$ cat src/lscr_defines.svh
`ifndef LSCR_DEFINES_SVH
`define LSCR_DEFINES_SVH

// Register offsets
`define LSCR_ADDR_STATUS 8'h93
`define LSCR_ADDR_MISC_CONFIG 8'hAB
`define LSCR_ADDR_POFF_MAG 8'hC0
`define LSCR_ADDR_POFF_SIGN 8'hC1
`define LSCR_ADDR_AUTOZERO_CONFIG 8'hD6

// Field positions
`define LSCR_MISC_READ_CLEAR_BIT 7
`define LSCR_MISC_SAI_BIT 4
`define LSCR_STATUS_PROX_IRQ_FLAG_BIT 5
`define LSCR_STATUS_ALS_IRQ_FLAG_BIT 4

// Reset values
`define LSCR_MISC_CONFIG_RST 8'h4C
`define LSCR_POFF_MAG_RST 8'h00
`define LSCR_POFF_SIGN_RST 8'h00
`define LSCR_AUTOZERO_CONFIG_RST 8'h7F
`define LSCR_STATUS_RST 8'h00

// Autozero interval encodings
`define LSCR_AZ_NEVER 7'h00
`define LSCR_AZ_FIRST_ONLY 7'h7F

`endif

$ cat src/lscr_pkg.sv
package lscr_pkg;
    // Overall ALS gain, in half steps: 1 = x1/2 ... 256 = x128
    typedef logic [8:0] lscr_gain_t;

    typedef enum logic [1:0] {
        LSCR_RUN = 2'b01,
        LSCR_SLEEP = 2'b10
    } lscr_osc_e;
endpackage : lscr_pkg

$ cat src/lscr_config_regs.sv
`include "lscr_defines.svh"

//////////////////////////////////////////////////////////////////////////////
// Contract
// Overall ALS gain decoded from gain code, top bit and low-enable bit.
// With read-clear set, a status read clears all flags.
// Sleep-after-interrupt acts when an ALS or proximity cycle completes.
// Oscillator off without power-on; gated by sleep bit and interrupt pin.
// Interrupt pin is enabled ALS flag or enabled proximity flag.
// Asleep behaves as powered off, yet power-on reads back as one.
// Only clearing the status flags wakes the device from sleep; code also wakes on a cleared interrupt enable or power-on low.
// Offset magnitude register at 0xC0, read-write, resets to zero.
// Offset sign in bit 0 of 0xC1, upper bits reserved, reset zero.
// Signed offset up to 255 applied to proximity result as generated.
// Autozero interval: 00h never, n every nth, 7Fh first only.
// Writing one to a status flag clears it.
// Unlisted gain combinations map to nearest gain without fault.
module lscr_config_regs (
    input wire logic core_clk,
    input wire logic rst,
    input wire logic reg_wr,
    input wire logic reg_rd,
    input wire logic [7:0] reg_addr,
    input wire logic [7:0] reg_wdata,
    output logic [7:0] reg_rdata,
    input wire logic power_on_bit,
    input wire logic als_irq_enable,
    input wire logic prox_irq_enable,
    input wire logic [1:0] als_gain_code,
    input wire logic als_gain_top,
    input wire logic als_gain_low_enable,
    input wire logic [7:0] status_set,
    input wire logic als_cycle_done,
    input wire logic prox_cycle_done,
    input wire logic prox_raw_valid,
    input wire logic [7:0] prox_raw,
    output logic osc_enable,
    output logic irq_pin,
    output logic [8:0] als_gain_half,
    output logic autozero_now,
    output logic prox_result_valid,
    output logic [7:0] prox_result
);
    logic [7:0] misc_config;
    logic [7:0] prox_offset_mag;
    logic [7:0] prox_offset_sign_reg;
    logic [7:0] autozero_config;
    logic [7:0] status;
    lscr_pkg::lscr_osc_e osc_state;
    logic [6:0] az_count;
    logic az_first_done;
    logic irq_cond;
    logic [7:0] next_status;

    wire read_clear = misc_config[`LSCR_MISC_READ_CLEAR_BIT];
    wire sleep_after_irq = misc_config[`LSCR_MISC_SAI_BIT];
    wire [6:0] autozero_interval = autozero_config[6:0];
    wire wr_status = reg_wr && reg_addr == `LSCR_ADDR_STATUS;
    wire rd_status = reg_rd && reg_addr == `LSCR_ADDR_STATUS;

    //////////////////////////////////////////////////////////////////////////
    // Configuration registers

    always_ff @(posedge core_clk) begin
        if (rst) begin
            misc_config <= `LSCR_MISC_CONFIG_RST;
            prox_offset_mag <= `LSCR_POFF_MAG_RST;
            prox_offset_sign_reg <= `LSCR_POFF_SIGN_RST;
            autozero_config <= `LSCR_AUTOZERO_CONFIG_RST;
        end else if (reg_wr) begin
            unique case (reg_addr)
                `LSCR_ADDR_MISC_CONFIG: misc_config <= reg_wdata;
                `LSCR_ADDR_POFF_MAG: prox_offset_mag <= reg_wdata;
                `LSCR_ADDR_POFF_SIGN: prox_offset_sign_reg <= {7'h00, reg_wdata[0]};
                `LSCR_ADDR_AUTOZERO_CONFIG: autozero_config <= {1'b0, reg_wdata[6:0]};
                default: ;
            endcase
        end
    end

    //////////////////////////////////////////////////////////////////////////
    // Status flags: hardware set wins over any clear in the same cycle

    always_comb begin
        next_status = status;
        if (wr_status) begin
            next_status = next_status & ~reg_wdata;
        end
        if (rd_status && read_clear) begin
            next_status = 8'h00;
        end
        next_status = next_status | status_set;
    end

    always_ff @(posedge core_clk) begin
        if (rst) begin
            status <= `LSCR_STATUS_RST;
        end else begin
            status <= next_status;
        end
    end

    assign irq_cond = (status[`LSCR_STATUS_ALS_IRQ_FLAG_BIT] && als_irq_enable)
        || (status[`LSCR_STATUS_PROX_IRQ_FLAG_BIT] && prox_irq_enable);

    always_ff @(posedge core_clk) begin
        if (rst) begin
            irq_pin <= 1'b0;
        end else begin
            irq_pin <= irq_cond;
        end
    end

    //////////////////////////////////////////////////////////////////////////
    // Oscillator gating

    always_ff @(posedge core_clk) begin
        if (rst) begin
            osc_state <= lscr_pkg::LSCR_RUN;
        end else begin
            unique case (osc_state)
                lscr_pkg::LSCR_RUN: begin
                    if (power_on_bit && sleep_after_irq && irq_pin && (als_cycle_done || prox_cycle_done)) begin
                        osc_state <= lscr_pkg::LSCR_SLEEP;
                    end
                end
                lscr_pkg::LSCR_SLEEP: begin
                    // Pin drop comes from flag clears or cleared enables; power-off also leaves sleep
                    if (!irq_cond || !power_on_bit) begin
                        osc_state <= lscr_pkg::LSCR_RUN;
                    end
                end
                default: osc_state <= lscr_pkg::LSCR_RUN;
            endcase
        end
    end

    // Power-on reads back unchanged; only the oscillator shows the sleep
    always_ff @(posedge core_clk) begin
        if (rst) begin
            osc_enable <= 1'b0;
        end else begin
            osc_enable <= power_on_bit && (osc_state == lscr_pkg::LSCR_RUN);
        end
    end

    //////////////////////////////////////////////////////////////////////////
    // ALS gain

    always_ff @(posedge core_clk) begin
        if (rst) begin
            als_gain_half <= 9'h002;
        end else if (!als_gain_low_enable) begin
            als_gain_half <= 9'h001;
        end else begin
            unique case (als_gain_code)
                2'b00: als_gain_half <= 9'h002;
                2'b01: als_gain_half <= 9'h008;
                2'b10: als_gain_half <= 9'h020;
                2'b11: als_gain_half <= als_gain_top ? 9'h100 : 9'h080;
            endcase
        end
    end

    //////////////////////////////////////////////////////////////////////////
    // Autozero scheduling

    always_ff @(posedge core_clk) begin
        if (rst) begin
            az_count <= 7'h00;
            az_first_done <= 1'b0;
            autozero_now <= 1'b0;
        end else begin
            autozero_now <= 1'b0;
            if (!power_on_bit) begin
                az_first_done <= 1'b0;
                az_count <= 7'h00;
            end else if (als_cycle_done && osc_enable) begin
                az_first_done <= 1'b1;
                if (autozero_interval == `LSCR_AZ_NEVER) begin
                    autozero_now <= 1'b0;
                end else if (autozero_interval == `LSCR_AZ_FIRST_ONLY) begin
                    autozero_now <= !az_first_done;
                end else begin
                    autozero_now <= az_count == 7'h00;
                    az_count <= (az_count + 7'h01 >= autozero_interval) ? 7'h00 : az_count + 7'h01;
                end
            end
        end
    end

    //////////////////////////////////////////////////////////////////////////
    // Proximity offset and read mux

    lscr_prox_adjust #(
        .DATA_W(8)
    ) u_adjust (
        .core_clk(core_clk),
        .rst(rst),
        .raw_valid(prox_raw_valid),
        .raw_data(prox_raw),
        .offset_mag(prox_offset_mag),
        .offset_neg(prox_offset_sign_reg[0]),
        .result_valid(prox_result_valid),
        .result(prox_result)
    );

    always_ff @(posedge core_clk) begin
        if (rst) begin
            reg_rdata <= 8'h00;
        end else if (reg_rd) begin
            unique case (reg_addr)
                `LSCR_ADDR_STATUS: reg_rdata <= status;
                `LSCR_ADDR_MISC_CONFIG: reg_rdata <= misc_config;
                `LSCR_ADDR_POFF_MAG: reg_rdata <= prox_offset_mag;
                `LSCR_ADDR_POFF_SIGN: reg_rdata <= prox_offset_sign_reg;
                `LSCR_ADDR_AUTOZERO_CONFIG: reg_rdata <= autozero_config;
                default: reg_rdata <= 8'h00;
            endcase
        end
    end
endmodule : lscr_config_regs

$ cat src/lscr_prox_adjust.sv
`include "lscr_defines.svh"

module lscr_prox_adjust #(
    parameter int DATA_W = 8
) (
    input wire logic core_clk,
    input wire logic rst,
    input wire logic raw_valid,
    input wire logic [DATA_W-1:0] raw_data,
    input wire logic [7:0] offset_mag,
    input wire logic offset_neg,
    output logic result_valid,
    output logic [DATA_W-1:0] result
);
    // Offset magnitude is 8 bits; narrower samples could not absorb it
    if (DATA_W < 8 || DATA_W > 16) begin : g_bad_width
        $error("lscr_prox_adjust: DATA_W out of range");
    end

    localparam int SUM_W = DATA_W + 2;
    localparam logic [SUM_W-1:0] MAX_V = SUM_W'({DATA_W{1'b1}});
    logic signed [SUM_W-1:0] sum;

    // Offset applied as the sample is produced; saturates at both ends
    always_comb begin
        if (offset_neg) begin
            sum = $signed({2'b00, raw_data}) - $signed({{(SUM_W-8){1'b0}}, offset_mag});
        end else begin
            sum = $signed({2'b00, raw_data}) + $signed({{(SUM_W-8){1'b0}}, offset_mag});
        end
    end

    always_ff @(posedge core_clk) begin
        if (rst) begin
            result <= '0;
            result_valid <= 1'b0;
        end else begin
            result_valid <= raw_valid;
            if (raw_valid) begin
                if (sum < 0) begin
                    result <= '0;
                end else if (sum > $signed(MAX_V)) begin
                    result <= {DATA_W{1'b1}};
                end else begin
                    result <= sum[DATA_W-1:0];
                end
            end
        end
    end
endmodule : lscr_prox_adjust

$ cat config.mk
export PLATFORM = sky130hd
export DESIGN_NAME = lscr_config_regs
export DESIGN_NICKNAME = d
export VERILOG_FILES = /design/src/lscr_pkg.sv /design/src/lscr_config_regs.sv /design/src/lscr_prox_adjust.sv
export VERILOG_INCLUDE_DIRS = /design/src
export SDC_FILE = /design/constraint.sdc
export NUM_CORES = 1
export LEC_CHECK = 0
export BUFFER_PORTS_ARGS = -buffer_cell sky130_fd_sc_hd__buf_2
export CORE_MARGIN = 1.5
export CORE_UTILIZATION = 42
export CTS_CLUSTER_DIAMETER = 150
export DETAILED_ROUTE_END_ITERATION = 8
export GPL_ROUTABILITY_DRIVEN = 0
export SKIP_LAST_GASP = 1
export SYNTH_ARGS = -nofsm -noshare
export SYNTH_HDL_FRONTEND = slang
export SYNTH_SLANG_ARGS = --single-unit
$ cat constraint.sdc
create_clock -name core_clk -period 6.9 [get_ports core_clk]
set_clock_uncertainty 0.05 [all_clocks]
set_input_delay 0.69 -clock core_clk [delete_from_list [all_inputs] [get_ports core_clk]]
set_output_delay 0.69 -clock core_clk [all_outputs]
set_load 0.02 [all_outputs]
* Yosys cells after proc, flatten, opt, wreduce, memory -nomap -nowiden *
Cells that the tools add are included.

operators by class
  $add $sub $neg = 3
  order comparisons = 3
  eq/ne operators = 13
  muxes and demuxes = 14
  bitwise operators = 8
  reduce and logical (&&, ||, !) cells = 28

operators by type and width
  operator             number
  $eq 8x8->1 const B   5
  $pmux 8 s5           1
  $pmux 9 s4           1
  $mux 8               4
  $logic_not 7->1      2
  $gt 10x9->1 const B  1
  $logic_and 1x1->1    10
  $lt 10x1->1 const B  1
  $mux 10              1
  $reduce_and 2->1     5
  $add 8x8->9          1
  $mux 9               1
  $sub 8x8->9          1
  $and 8x8->8          1
  $not 8->8            1
  $or 8x8->8           1
  $add 7x1->7 const B  1
  $eq 7x7->1 const B   1
  $ge 7x7->1           1
  $mux 7               1
  $eq 2x2->1 const B   3
  $mux 2               3
  $not 1->1            5
  $eq 2x1->1 const B   2
  9 further kinds      15

word-level totals
  bits in registers = 71
  input bits = 46
  output and inout port bits = 29
  logic and storage cells = 85

* Logic depth before layout (Yosys ltp) *
  depth after elaboration = 6
  mapped depth = 10
  gate-level depth less buffers = 10

* Hierarchy *
A second synthesis with hierarchy kept.

second synthesis, totals
  cell total of the unflattened synthesis = 461
  area, all modules = 3865.0 um2

modules (own cells, without submodules)
  module            instances  cells an instance  area each (um2)  seq. area each (um2)
  lscr_config_regs  1          318                2728.9           1181.1
  lscr_prox_adjust  1          143                1136.1           180.2

* Least setup slack after synthesis *
OpenSTA, ideal clock, no wires.

  path type = reg2reg
  from = reg az_count[0]
  to = reg az_count[2]
  library setup time = 0.057 ns
  data arrival time = 2.406 ns
  data required time = 6.793 ns
  slack = 4.387 ns
  stages on the path, launching flop included = 11
  path buffers = 0
  period minus slack after synthesis = 2.513 ns
  cell sequence = dfxtp_1 -> ha_1 -> nand3_1 -> nor2_1 -> xor2_1 -> ha_1 -> a2111oi_0 -> nand3b_2 -> a21o_2 -> nor3b_1 -> a21o_1

on the way
  cells in the longest elaborated chain, start to end = 3

RTL lines
  element                 RTL line                 text
  start, declared         lscr_config_regs.sv:50   logic [6:0] az_count;
  start signal, assigned  lscr_config_regs.sv:186  az_count <= (az_count + 7'h01 >= autozero_interval) ? 7'h00 : az_count + 7'h01;
  $add 7x1->7 *           lscr_config_regs.sv:186
  $ge 7x7->1              lscr_config_regs.sv:186
  $mux 7 *                lscr_config_regs.sv:186

Mark *: on every way between the ends. The rest lies on a longest branch, timed or not.
A chain may end at the register's enable or synchronous reset.

* Final worst setup path *
Ends and elaborated chain as after synthesis.

==> results.json <==
{
  "status": "finished, final reports clean",
  "synth_area_per_cell_um2": 8.38,
  "cts_resized": 0,
  "htreeDepth": 3,
  "max_cap_viol_count": 0,
  "final_cell_mix": "71 x buf_2, 68 x dfxtp_1, 58 x nand2_1",
  "routedWlPerCell_um": 14.8,
  "required_ns": 7.13,
  "holdPathEnd": "u_adjust.result[3]$_SDFFE_PP0P_",
  "cp.arrival_ns": 3.04,
  "maxSlewViolCount": 0,
  "synth_top_cell_area_share_pct": 35.8,
  "p_leak_nw": 2.04,
  "layout_setup_ws_ns": 4.09,
  "antenna_found_initial": 0,
  "grt_max_degree": 49,
  "clock_sinks": 68,
  "cts_tree": "built",
  "start_util_pct": 43.4,
  "r2r_setup_slack_ns": 4.09,
  "path_clk_slew_ns": 0.07,
  "clock_latency_ns": 0.34,
  "hold_class": "flip-flop to flip-flop",
  "rows": 34,
  "cts_root_buf": "clkbuf_8",
  "period_needed_ns": 2.81,
  "max_stage_delay_ns": 0.48,
  "path_cells": "ha_1 -> nand3_1 -> nor2_1 -> xor2_1 -> ha_1 -> a2111oi_0 -> nand3b_2 -> a21o_2 -> nor3b_1 -> a21o_1",
  "viasPerCell": 5.36,
  "tightest_slew_ns": 0.807,
  "synth_cells": 454,
  "vias": 3377,
  "grt_util_all_layers_pct": 19.8,
  "finalHoldViolations": 0,
  "endpoint_kind": "flip-flop",
  "reg2reg_to": "az_count[2]$_SDFFE_PP0P_",
  "ant_nets": 0,
  "die_area_mm2": 0.00964,
  "setup_viol": 0,
  "finalNetCount": 591,
  "pre_cts_ws_ns": 4.09,
  "vdd.ir_drop.worst_v": 0.0000941,
  "power.density_mw_per_mm2": 191,
  "die_height_um": 98.2,
  "crit_top_cell": "ha_1",
  "grt_setup_unrepaired": "no",
  "grt_pass1_wl_mm": 15.5,
  "routed_wl_mm": 9.31,
  "post-cts-setup-buffer-count": 0,
  "synth_area_leaders": "dfxtp_1 36%, ha_1 8.5%, nand2_1 5.7%",
  "numCtsBuffers": 9,
  "whs_path_depth": 1,
  "die_w_um": 98.2,
  "io_pins": 75,
  "grt-ovfl-total": 0,
  "drt_iter0_drc": 189,
  "synthesis.area_mm2": 0.00380,
  "fin_setup_tns_ns": 0,
  "yosys.area.top_type": "dfxtp_1",
  "cts_buffer_depth": 2,
  "final_common_cell": "buf_2",
  "synth_warnings": 0,
  "critPathSlowestCell": "a2111oi_0",
  "port_buffers": 71,
  "hp-start": "u_adjust.result[3]$_SDFFE_PP0P_",
  "synthFlopType": "dfxtp_1",
  "drive_gt1_share_pct": 20.7,
  "drc": 0,
  "drtPass1Iterations": 5,
  "core_area_mm2": 0.00876,
  "crit_path_max_fanout": 6,
  "cp-start-kind": "flip-flop",
  "reg2reg_depth": 10,
  "synth_cell_types": 69,
  "async_flop_share_pct": 0,
  "relSlewSlack_pct": 46.2,
  "max_freq_mhz": 356,
  "dp_hpwl_mm": 7.06,
  "synth-seq-cells": 68,
  "syn_to_final_growth_pct": 15.9,
  "synth_edf_count": 0,
  "holdBufCountCts": 0,
  "diodes": 0,
  "grt_pass1_vias": 3160,
  "synth-seq-area-share_pct": 35.8,
  "crit_type": "flip-flop to flip-flop",
  "reg2reg_from": "az_count[0]$_SDFFE_PP0P_",
  "fin_crit_sh_pct": 40.7
}
-- cell usage after synthesis, drive strengths merged (11+ instances only) --
cell,count
dfxtp,68
nand2,59
nor2,45
inv,27
ha,26
a21oi,25
nand3,18
a21o,14
buf,12
o21ai,12
a31oi,11
clkbuf,11
nand3b,11
-- power breakdown --
part	internal (W)	leakage (nW)	total (W)	switching (W)
logic	0.0000356	1.38	0.0000910	0.0000554
registers	0.000404	0.556	0.000410	0.00000663
clock network	0.000186	0.102	0.000341	0.000155
-- area by class of cell --
| class | count | area, um^2 |
|---|---|---|
| sequential | 68 | 1360 |
| inverter | 27 | 101 |
| clock inverter | 4 | 47.5 |
| fill | 881 | 4350 |
| clock buffer | 12 | 155 |
| tap | 108 | 135 |
| multi-input combinational | 338 | 2240 |
| timing repair buffer | 73 | 370 |
-- how the worst max path moves through the flow --
stage                             startpoint                               to  slack (ns)
finish              az_count[0]$_SDFFE_PP0P_         az_count[2]$_SDFFE_PP0P_        4.09
global placement                 prox_raw[0]  u_adjust.result[3]$_SDFFE_PP0P_        4.17
global route        az_count[0]$_SDFFE_PP0P_         az_count[2]$_SDFFE_PP0P_        3.77
floorplan           az_count[0]$_SDFFE_PP0P_         az_count[2]$_SDFFE_PP0P_        4.39
detailed placement               prox_raw[0]  u_adjust.result[2]$_SDFFE_PP0P_        4.09
CTS                 az_count[0]$_SDFFE_PP0P_         az_count[2]$_SDFFE_PP0P_        4.11
-- logic make-up (layout without fill, tap and decap cells) --
| kind of cell | count (synthesis) | in the layout | synth area share [%] |
|---|---|---|---|
| AO/OA/AOI/OAI | 116 | 116 | 22.0 |
| XOR/XNOR | 11 | 11 | 2.53 |
| adder cells (fa/ha/maj) | 28 | 28 | 9.60 |
| buffers and inverters | 50 | 116 | 5.56 |
| flip-flops | 68 | 68 | 35.8 |
| multiplexers | 3 | 3 | 0.822 |
| other | 1 | 3 | 0.0986 |
| AND/OR/NAND/NOR | 177 | 177 | 23.6 |
-- critical path: cells and delay by family, from the launching register on --
family | cells | cell delay, ns
xor gates and xnor gates | 1 | 0.22
adders and majority gates | 2 | 0.53
AOI/OAI and AO/OA | 3 | 0.82
DFF | 1 | 0.41
and+or+nand+nor | 4 | 0.72
-- layer usage --
metal / share of wire (%) / wire (um) / track usage [%] / up-vias
li1: - / - / - / 1729
met1: 47 / 4400 / 25.6 / 1572
met2: 48 / 4500 / 34.1 / 72
met3: 4.0 / 376 / 3.65 / 4
met4: 0.38 / 35 / 5.20 / 0
met5: 0 / 0 / 0 / -
-- per-stage QoR --
step                hold WS, ns  instance area (um^2)  instances  utilization, %  power (W)
floorplan                 0.380                  3810        456               -   0.000474
global placement          0.380                  4210        614            48.0   0.000509
detailed placement        0.386                  4210        614            48.0   0.000511
CTS                       0.404                  4410        630            50.3   0.000851
global route              0.425                  4410        630            50.3   0.000877
finish                    0.399                  4410        630            50.3   0.000843
No activity file was read; power rests on OpenSTA's default activity.
